<file path="config.mk">
export PLATFORM = sky130hd
export DESIGN_NAME = atp_trigger_pacer
export DESIGN_NICKNAME = d
export VERILOG_FILES = /design/src/verilog/atp_pkg.sv /design/src/verilog/atp_trigger_pacer.sv
export VERILOG_INCLUDE_DIRS = /design/src /design/src/verilog
export SDC_FILE = /design/constraint.sdc
export NUM_CORES = 1
export LEC_CHECK = 0
export BUFFER_PORTS_ARGS = -buffer_cell sky130_fd_sc_hd__buf_4
export CAP_MARGIN = 0
export CORE_UTILIZATION = 52
export DETAILED_ROUTE_END_ITERATION = 16
export PLACE_DENSITY = 0.77
export SLEW_MARGIN = 0
export SYNTH_ARGS = -nofsm -noshare
export SYNTH_HDL_FRONTEND = slang
export SYNTH_SLANG_ARGS = --single-unit
</file>
<file path="constraint.sdc">
create_clock -name I_SYS_CLK -period 2.2 [get_ports I_SYS_CLK]
set_input_delay 0.33 -clock I_SYS_CLK [delete_from_list [all_inputs] [get_ports I_SYS_CLK]]
set_output_delay 0.33 -clock I_SYS_CLK [all_outputs]
set_load 0.05 [all_outputs]
</file>
<file path="src/verilog/atp_regs.svh">
// Timing constants for the conversion trigger and pacer logic
`ifndef ATP_REGS_SVH
`define ATP_REGS_SVH

// ----------------------------------------------------------------
// Clock rates
// ----------------------------------------------------------------
`define ATP_SYS_CLK_HZ   100000000
`define ATP_TIMEBASE_HZ  10000000
`define ATP_INT_CLK_HZ   1000000

// ----------------------------------------------------------------
// Derived divider counts
// ----------------------------------------------------------------
`define ATP_TB_DIV       (`ATP_SYS_CLK_HZ / `ATP_TIMEBASE_HZ)
`define ATP_INT_DIV      (`ATP_TIMEBASE_HZ / `ATP_INT_CLK_HZ)

// ----------------------------------------------------------------
// Reset values
// ----------------------------------------------------------------
`define ATP_CNT_RESET    16'h0000
`define ATP_DIV_RESET    4'h0

`endif

</file>
<file path="src/verilog/atp_pkg.sv">
// Types for the conversion trigger and pacer logic
package atp_pkg;
   // Conversion trigger source selected by software
   typedef enum logic [1:0]
   {
      ATP_SRC_NONE,
      ATP_SRC_PACER,
      ATP_SRC_EXTERNAL,
      ATP_SRC_SPARE
   } atp_src_e;

   // First counter operating mode
   typedef enum logic
   {
      ATP_MODE_EVENT,
      ATP_MODE_PULSE
   } atp_mode_e;

   typedef logic [15:0] atp_count_t;
endpackage

</file>
<file path="src/verilog/atp_trigger_pacer.sv">
// Conversion trigger logic with three timer counters and a 32-bit pacer
`timescale 1ns/1ps
`default_nettype none
`include "atp_regs.svh"

module atp_trigger_pacer
(
   input  wire logic               I_SYS_CLK,
   input  wire logic               I_RESETN,
   input  wire logic               i_external_conversion_trigger,
   input  wire logic               i_external_trigger_gate,
   input  wire logic               i_first_counter_clock_input,
   input  wire logic               i_first_counter_gate_input,
   input  wire atp_pkg::atp_src_e  i_trigger_source,
   input  wire logic               i_pacer_enable,
   input  wire atp_pkg::atp_count_t i_pacer_low_reload,
   input  wire atp_pkg::atp_count_t i_pacer_high_reload,
   input  wire atp_pkg::atp_count_t i_first_reload,
   input  wire logic               i_first_clock_external,
   input  wire atp_pkg::atp_mode_e i_first_mode,
   output logic                    o_conversion_start,
   output logic                    o_pacer_output,
   output logic                    o_first_counter_output
);

   localparam logic [3:0] TB_LAST  = 4'(`ATP_TB_DIV - 1);
   localparam logic [3:0] INT_LAST = 4'(`ATP_INT_DIV - 1);

   // Down-count step: returns terminal flag and next count; reload 0 means 65536.
   // A counter not yet loaded since reset takes its reload on its first step, so
   // even the first period follows the programmed value instead of a full wrap.
   function automatic logic [16:0] count_step
   (
      input logic [15:0] cnt,
      input logic [15:0] reload,
      input logic        en,
      input logic        loaded
   );
      logic [16:0] res;
      res = {1'b0, cnt};
      if (en)
      begin
         if (!loaded)
            res = {1'b0, reload};
         else if (cnt == 16'h0001)
            res = {1'b1, reload};
         else
            res = {1'b0, 16'(cnt - 16'h0001)};
      end
      return res;
   endfunction

   // Rising edge of a level against its previous sample
   function automatic logic rise_of
   (
      input logic cur,
      input logic prev
   );
      return cur & ~prev;
   endfunction

   // ----------------------------------------------------------------
   // State
   // ----------------------------------------------------------------
   logic [3:0]  tb_div;
   logic [3:0]  int_div;
   logic        tb_tick;
   logic        int_tick;
   logic [2:0]  trg_sync;
   logic [1:0]  gate_sync;
   logic [2:0]  c0clk_sync;
   logic [1:0]  c0gate_sync;
   logic [15:0] cnt0;
   logic [15:0] cnt1;
   logic [15:0] cnt2;
   logic        pacer_prev;
   logic [2:0]  loaded;

   logic [3:0]  next_tb_div;
   logic [3:0]  next_int_div;
   logic        next_tb_tick;
   logic        next_int_tick;
   logic [15:0] next_cnt0;
   logic [15:0] next_cnt1;
   logic [15:0] next_cnt2;
   logic        next_conversion_start;
   logic        next_pacer_output;
   logic        next_first_counter_output;
   logic [2:0]  next_loaded;

   logic [16:0] step0;
   logic [16:0] step1;
   logic [16:0] step2;
   logic        c0_event;
   logic        trg_edge;
   logic        pacer_rise;

   // ----------------------------------------------------------------
   // Timebase and counters
   // ----------------------------------------------------------------
   // Timebase dividers, pin edge detection and counter stepping
   always_comb
   begin
      next_tb_div   = (tb_div == TB_LAST) ? `ATP_DIV_RESET : 4'(tb_div + 4'h1);
      next_tb_tick  = (tb_div == TB_LAST);
      next_int_div  = int_div;
      next_int_tick = 1'b0;
      if (tb_tick)
      begin
         next_int_div  = (int_div == INT_LAST) ? `ATP_DIV_RESET : 4'(int_div + 4'h1);
         next_int_tick = (int_div == INT_LAST);
      end
      // Clock choice for the first counter, gated by its gate pin
      c0_event = i_first_clock_external ? rise_of(c0clk_sync[1], c0clk_sync[2])
                                        : int_tick;
      c0_event = c0_event & c0gate_sync[1];
      step0    = count_step(cnt0, i_first_reload, c0_event, loaded[0]);
      step1    = count_step(cnt1, i_pacer_low_reload, tb_tick, loaded[1]);
      step2    = count_step(cnt2, i_pacer_high_reload, step1[16], loaded[2]);
      // A counter holds its programmed reload from its first step on
      next_loaded = loaded | {step1[16], tb_tick, c0_event};
      next_cnt1 = step1[15:0];
      next_cnt2 = step2[15:0];
      next_cnt0 = step0[15:0];
      // Event mode reloads while gated off and latches terminal count
      if (i_first_mode == atp_pkg::ATP_MODE_EVENT)
      begin
         if (!c0gate_sync[1])
         begin
            next_cnt0      = i_first_reload;
            next_loaded[0] = 1'b1;
         end
         next_first_counter_output = c0gate_sync[1] &
                                     (o_first_counter_output | step0[16]);
      end
      else
      begin
         next_first_counter_output = step0[16];
      end
      next_pacer_output = i_pacer_enable & step2[16];
   end

   // ----------------------------------------------------------------
   // Conversion trigger selection
   // ----------------------------------------------------------------
   // Edges of the synchronised trigger pin and of the registered pacer pin;
   // pacer starts follow the pin copy so they always match what is seen outside
   always_comb
   begin
      pacer_rise = rise_of(o_pacer_output, pacer_prev);
      trg_edge   = rise_of(trg_sync[1], trg_sync[2]) & gate_sync[1];
      unique case (i_trigger_source)
         atp_pkg::ATP_SRC_PACER:    next_conversion_start = pacer_rise;
         atp_pkg::ATP_SRC_EXTERNAL: next_conversion_start = trg_edge;
         default:                   next_conversion_start = 1'b0;
      endcase
   end

   // ----------------------------------------------------------------
   // Registers
   // ----------------------------------------------------------------
   // Timebase, counter state, counter pin synchronisers and counter pins
   always_ff @(posedge I_SYS_CLK or negedge I_RESETN)
   begin
      if (!I_RESETN)
      begin
         tb_div                 <= `ATP_DIV_RESET;
         int_div                <= `ATP_DIV_RESET;
         tb_tick                <= 1'b0;
         int_tick               <= 1'b0;
         c0clk_sync             <= 3'h0;
         c0gate_sync            <= 2'h0;
         cnt0                   <= `ATP_CNT_RESET;
         cnt1                   <= `ATP_CNT_RESET;
         cnt2                   <= `ATP_CNT_RESET;
         loaded                 <= 3'h0;
         o_pacer_output         <= 1'b0;
         o_first_counter_output <= 1'b0;
      end
      else
      begin
         tb_div                 <= next_tb_div;
         int_div                <= next_int_div;
         tb_tick                <= next_tb_tick;
         int_tick               <= next_int_tick;
         c0clk_sync             <= {c0clk_sync[1:0], i_first_counter_clock_input};
         c0gate_sync            <= {c0gate_sync[0], i_first_counter_gate_input};
         cnt0                   <= next_cnt0;
         cnt1                   <= next_cnt1;
         cnt2                   <= next_cnt2;
         loaded                 <= next_loaded;
         o_pacer_output         <= next_pacer_output;
         o_first_counter_output <= next_first_counter_output;
      end
   end

   // Trigger synchronisers, pacer pin history and the start pulse; the third
   // trigger stage only serves the edge compare, so no logic sees a metastable bit
   always_ff @(posedge I_SYS_CLK or negedge I_RESETN)
   begin
      if (!I_RESETN)
      begin
         trg_sync               <= 3'h0;
         gate_sync              <= 2'h0;
         pacer_prev             <= 1'b0;
         o_conversion_start     <= 1'b0;
      end
      else
      begin
         trg_sync               <= {trg_sync[1:0], i_external_conversion_trigger};
         gate_sync              <= {gate_sync[0], i_external_trigger_gate};
         pacer_prev             <= o_pacer_output;
         o_conversion_start     <= next_conversion_start;
      end
   end

endmodule

`default_nettype wire
</file>
==> flow_summary.ini, run 1 <==
[status]
status = finished with violations
violations = setup timing

[sta]
setup_ws_ns = -0.07950
finalCritPeriodShare_pct = 103.6
rsz0062_at_grt = yes
max_slew_margin_pct = 63.43
hold_viol_final = 0
setup_viol = 14
fin_tns_setup_ns = -0.6230
drv_slew = 0
max_freq_ghz = 0.4387
worst_pin_slew_ns = 0.5444
fin_skew_ns = 0.01171
min_period_ns = 2.280

[floorplanning]
rows = 32
dieWidth_um = 92.05
initial_core_util_pct = 54.28
fp.coreArea_um2 = 7767
dieArea_um2 = 8473
io_pins = 62
die_h_um = 92.05

[place]
port_buffers = 61
routabilityCongestion = 0.9714
dp_hpwl_mm = 7.763

[power]
p_comb_share_pct = 14.5
ir_drop_mv = 0.3380
totalPowerFinal_uw = 2885
power.leakage_uw = 0.002488
p_int_uw = 2103
swShare_pct = 27.10
power_switching_uw = 781.6
seqPwrFrac_pct = 52.1
clkPwrFrac_pct = 33.5
power_density_nw_per_um2 = 508.0

[routing]
drt_iter0_markers = 318
drc = 0
vias = 4207
drt_wl_total_mm = 11.70
viasPerCell = 6.142
route.antenna.remaining_nets = 0
wl_per_cell_um = 17.08
drtPass1Iterations = 5

[layout]
fin_nets = 645
drive_gt1_share_pct = 34.13
final_common_cell = buf_4
layout_common_cells = 114 x buf_4, 75 x dfrtp_1, 35 x nor2_1
diodes = 0
area_growth_pct = 34.66
nFillCells = 608

[clocking]
clkTransAtPathRegs_ns = 0.09
cts_buffers = 9
clock-sinks = 75
cts_max_level = 3
cts_buffer_depth = 2
root_buffer = clkbuf_8
clkLatencyLatePin_ns = 0.35
cts_tree = built

[yosys]
synthDistinctLibCells = 66
synth_cells = 464
yosys_warnings = 0
synth_flop_cell = dfrtp_1
async_reset_ff_share_pct = 100.0
ys_seq_area_share_pct = 44.51
syn_nets = 531
syn-mean-instance-area_um2 = 9.087
synth_edf_count = 0
synth_area_um2 = 4217
synth-seq-cells = 75

[setup_path]
worstSetupPathType = flop to flop
cp_num_buf_inv = 3
cp_max_fo = 7
cp_slowest_cell = or4b_4
critical_path.startpoint_type = flop
path_cells = inv_2 -> ha_4 -> or4b_4 -> o41ai_4 -> buf_4 -> clkbuf_16 -> nor4_4 -> a21oi_2 -> o21ai_1
cp.required_ns = 2.42
cp.arrival_ns = 2.50
crit_family = compound AO/OA/AOI/OAI gates
end_kind = flop
slowest_delay_ns = 0.49

[grt]
antenna_found_initial = 0
first_global_vias = 4112
grt_pass1_wl_mm = 18.73
grtUsageTotal_pct = 27.93
grt_start_max_net_pins = 40
grt-ovfl-total = 0

[min_path]
hold_class = primary input to flop

[run]
timing.max_cap.violations = 0
## what timing repair did
| action | 4_1_cts | 5_1_grt |
|---|---|---|
| pin swaps | 1 | 34 |
| buffers inserted | 2 | 10 |
| setup endpoints to repair | 9 | 47 |
| hold buffers | 1 | 0 |
| resized for setup | 4 | 71 |
| cloned | 1 | 3 |
| endpoints found under the hold margin | 36 | 0 |
## worst paths after layout
path	startpoint	endpoint	slack, ns	cells after the start
hold reg to reg	c0gate_sync[0]	c0gate_sync[1]	0.35	0
setup reg to reg	cnt2[1]	cnt2[5]	-0.08	9
setup / recovery	cnt2[1]	cnt2[5]	-0.08	9
min in group asynchronous	I_RESETN	cnt0[14]	0.49	2
hold / removal	i_first_counter_gate_input	c0gate_sync[0]	0.09	1
max in group asynchronous	I_RESETN	cnt2[4]	1.14	3
## power by group through the flow
stage	clock, µW	sequential (µW)	combinational [µW]
after CTS	998	1500	399
after global placement	0	1520	380
final	965	1500	417
after detailed placement	0	1530	396
after global routing	1060	1510	456
after floorplan	0	1530	161
## flip-flops by register name, indices dropped and copies added (netlist names)
register	cells
tb_div	4
cnt1	16
gate_sync	2
o_first_counter_output	1
trg_sync	3
cnt2	16
loaded	3
c0gate_sync	2
int_tick	1
cnt0	16
int_div	4
pacer_prev	1
o_pacer_output	1
tb_tick	1
o_conversion_start	1
c0clk_sync	3
## cell families (layout without fill, tap and decap cells)
kind of cell,count (synthesis),count (layout),share of synthesized area (%)
AOI/OAI and AO/OA,147,147,23.24
xor gates and xnor gates,4,4,0.8310
adders and majority gates,8,8,2.374
buffers and inverters,49,168,4.540
DFF,75,75,44.51
muxes,9,9,2.137
and+or+nand+nor,172,172,22.37
## stage by stage
stage / cell area, µm² / setup slack, ns / util [%] / cells / hold slack, ns
floorplan: 4239 / 0.03637 / - / 464 / 0.03441
global placement: 5111 / 0.04707 / 65.80 / 652 / 0.3193
detailed placement: 5111 / 0.004854 / 65.80 / 652 / 0.3239
CTS: 5359 / -0.01556 / 68.99 / 672 / 0.06336
global route: 5678 / -0.1512 / 73.10 / 685 / 0.06163
finish: 5678 / -0.07950 / 73.10 / 685 / 0.08967
## layout make-up
cell class	instances	area [µm²]	share of cell area, %
Clock inverter	5	37.54	0.6611
Tap cell	102	127.6	2.248
Clock buffer	11	141.4	2.490
Timing Repair Buffer	126	1035	18.22
Inverter	26	97.59	1.719
Sequential cell	75	1877	33.05
Multi-Input combinational cell	340	2362	41.60
## per-layer routing
layer	share of wire, %	wire, µm	global-route usage [%]
met1	41	4791	34.88
met2	49	5749	46.83
met3	6.4	753	5.307
met4	3.5	408	12.76
met5	0	0	0
## synthesized netlist by cell type (2+ instances only)
cell | count | area (µm²)
a211oi_1 | 3 | 22.52
a21boi_0 | 4 | 30.03
a21oi_1 | 28 | 140.1
a22o_1 | 5 | 43.79
a22oi_1 | 8 | 60.06
a2bb2oi_1 | 4 | 35.03
a31oi_1 | 5 | 31.28
a32oi_1 | 2 | 17.52
a41oi_1 | 2 | 17.52
buf_2 | 3 | 15.01
clkbuf_1 | 19 | 71.32
dfrtp_1 | 75 | 1877
ha_1 | 8 | 100.1
inv_1 | 26 | 97.59
mux2i_1 | 9 | 90.09
nand2_1 | 30 | 112.6
nand2b_1 | 4 | 25.02
nand3_1 | 16 | 80.08
nand3b_1 | 4 | 30.03
nand4_1 | 4 | 25.02
nor2_1 | 41 | 153.9
nor2b_1 | 3 | 18.77
nor3_1 | 20 | 100.1
nor3b_1 | 5 | 37.54
nor4_1 | 9 | 56.30
o211ai_1 | 5 | 37.54
o21a_1 | 4 | 30.03
o21ai_0 | 41 | 205.2
o21ai_1 | 7 | 35.03
o221a_2 | 3 | 33.78
o22ai_1 | 7 | 43.79
o311ai_0 | 2 | 17.52
o41a_1 | 2 | 22.52
o41ai_1 | 2 | 17.52
or2_2 | 5 | 31.28
or3_1 | 5 | 31.28
or3b_2 | 3 | 26.28
or4_1 | 10 | 75.07
or4_4 | 2 | 22.52
xnor2_1 | 3 | 26.28
(Power assumes the default switching activity.)
==> inputs of run 2 (changes only) <==
--- a/config.mk
+++ b/config.mk
@@ -6,9 +6,10 @@
 export SDC_FILE = /design/constraint.sdc
 export NUM_CORES = 1
 export LEC_CHECK = 0
+export ABC_AREA = 1
 export BUFFER_PORTS_ARGS = -buffer_cell sky130_fd_sc_hd__buf_4
 export CAP_MARGIN = 0
-export CORE_UTILIZATION = 52
+export CORE_UTILIZATION = 53
 export DETAILED_ROUTE_END_ITERATION = 16
 export PLACE_DENSITY = 0.77
 export SLEW_MARGIN = 0
==> flow_summary.ini, run 2 <==
[yosys]
synth-compound-area-share_pct = 9.405
yosys_warnings = 0
syn-mean-instance-area_um2 = 6.895
synth_flop_cell = dfrtp_1
synth_cells = 683
synth.area.mux_share_pct = 0
synth_edf_count = 0
synth-seq-cells = 75
synth.most_common_cell = nand2_1
synth_area_um2 = 4710
async_reset_ff_share_pct = 100.0
synthDistinctLibCells = 38
synth_top_area_share_pct = 39.85
synth_area_leader_cell = dfrtp_1
synth_top_family_by_area = simple AND/OR/NAND/NOR gates
yosys.area_share.simple_pct = 35.73
synthTopCellsByCount = 177 x nand2_1, 139 x nor2_1, 82 x inv_1
synthAdderAreaFrac_pct = 2.125
syn_nets = 750
synth.top_cells.by_area = dfrtp_1 40%, nand2_1 14%, nor2_1 11%
synthXorXnorAreaFrac_pct = 4.277
ys_seq_area_share_pct = 39.85

[grt]
grtUsageTotal_pct = 24.33
met1_usage_pct = 31.08
use_met2_pct = 42.08
antenna_found_initial = 0
first_global_vias = 4076
grt_busiest_layer = met2
grt_start_max_net_pins = 45
grt_pass1_wl_mm = 17.60
grt-ovfl-total = 0
grtUsageMet3_pct = 4.265

[routing]
drtPass1Iterations = 6
drt_wl_total_mm = 10.47
drc = 0
wl_per_cell_um = 12.20
route.antenna.remaining_nets = 0
viasPerCell = 5.157
vias = 4425
drt_iter0_markers = 181

[sta]
fin_skew_ns = 0.01315
setup_ws_ns = 0.3146
worst_pin_slew_ns = 0.6913
max_freq_ghz = 0.5304
min_period_ns = 1.885
max_slew_margin_pct = 53.86
fin_tns_setup_ns = 0
setup_viol = 0
finalCritPeriodShare_pct = 85.70
drv_slew = 0
rsz0062_at_grt = no
hold_viol_final = 0

[layout]
diodes = 0
layout_common_cells = 177 x nand2_1, 139 x nor2_1, 82 x inv_1
drive_gt1_share_pct = 14.27
nFillCells = 775
top_regs = cnt0: 16 flops, cnt1: 16 flops, cnt2: 16 flops
fin_nets = 812
final_common_cell = nand2_1
area_growth_pct = 16.37

[power]
totalPowerFinal_uw = 3088
power_density_nw_per_um2 = 563.4
seqPwrFrac_pct = 50.8
p_int_uw = 2156
clkPwrFrac_pct = 31.4
p_comb_share_pct = 17.8
ir_drop_mv = 0.2716
power.leakage_uw = 0.002732
swShare_pct = 30.17
power_switching_uw = 931.6

[floorplanning]
fp.coreArea_um2 = 8678
dieArea_um2 = 9267
rows = 34
dieWidth_um = 96.27
die_h_um = 96.27
io_pins = 62
initial_core_util_pct = 54.27

[clocking]
cts_buffer_depth = 2
cts_tree = built
clkLatencyLatePin_ns = 0.35
cts_buffers = 9
clock-sinks = 75
cts_setup_buffers = 0
cts_max_level = 3
root_buffer = clkbuf_8
clkTransAtPathRegs_ns = 0.09

[run]
timing.max_cap.violations = 0

[setup_path]
worstSetupPathType = flop to flop
cp.required_ns = 2.49
end_kind = flop
cp.arrival_ns = 2.17
critical_path.startpoint_type = flop
r2r_slack_ns = 0.31
cp_max_fo = 15

[place]
place_ws_ns = 0.2296
routabilityCongestion = 0.9352
port_buffers = 61
dp_hpwl_mm = 7.739

[status]
status = finished clean

[min_path]
hold_class = primary input to flop
-- run 2: changes by cell type after synthesis, moves of 13 or more --
cell and delta:
nand2_1 +147, nor2_1 +98, inv_1 +56, nand3_1 +24
xor2_1 +15, nor3_1 -14, o21ai_0 -14, clkbuf_1 -13
-- run 2: repair_timing --
action / in CTS / in global routing
hold buffers: 1 / 0
endpoints found under the hold margin: 31 / 0
gates resized for setup: 0 / 1
setup endpoints to repair: 0 / 2
-- run 2: worst max-delay path: stages (launching register included) --
cell and delay (ns):
dfrtp_1 0.38, inv_1 0.10, ha_1 0.20, nand4_1 0.12
nor2_2 0.25, nand4_4 0.28, inv_2 0.25, o21ai_1 0.09
o21ai_1 0.14
-- run 2: per-layer routing --
layer  up-vias  part of all wire (%)
li1       2260                     -
met1      2065                    46
met2        94                    50
met3         6                   4.1
met4         0                  0.69
met5         -                     0
-- run 2: power groups by stage --
stage,sequential (µW),combinational [µW],clock [µW]
after floorplan,1570,361,0
after global routing,1590,632,1040
after global placement,1590,532,0
final,1570,551,968
after detailed placement,1590,549,0
after CTS,1570,556,982
-- run 2: cell families after synthesis --
group,after synthesis
and+or+nand+nor,397
DFF,75
AOI/OAI and AO/OA,80
adders and majority gates,8
xor gates and xnor gates,23
buffers and inverters,100
-- run 2: final timing paths --
kind,from,depth (start not counted),endpoint
hold / removal,i_external_conversion_trigger,1,trg_sync[0]
setup / recovery,cnt1[1],8,cnt2[8]
max in group asynchronous,I_RESETN,3,cnt1[14]
min in group asynchronous,I_RESETN,2,cnt0[4]
setup reg to reg,cnt1[1],8,cnt2[8]
hold reg to reg,c0gate_sync[0],0,c0gate_sync[1]
-- run 2: area by class of cell --
type / count / area, µm² / area share, %
Multi-Input combinational cell: 508 / 2435 / 44.43
Sequential cell: 75 / 1877 / 34.25
Timing Repair Buffer: 68 / 550.5 / 10.05
Inverter: 83 / 311.5 / 5.685
Clock buffer: 12 / 145.1 / 2.648
Tap cell: 108 / 135.1 / 2.466
Clock inverter: 4 / 26.28 / 0.4795
-- run 2: stage by stage --
stage,instances,utilization [%],hold WS (ns),cell area (µm²)
after floorplan,683,-,0.03441,4710
after global placement,841,60.97,0.3040,5291
after detailed placement,841,60.97,0.3016,5291
after CTS,858,63.06,0.07769,5473
after global routing,858,63.15,0.07199,5480
final,858,63.15,0.08697,5480
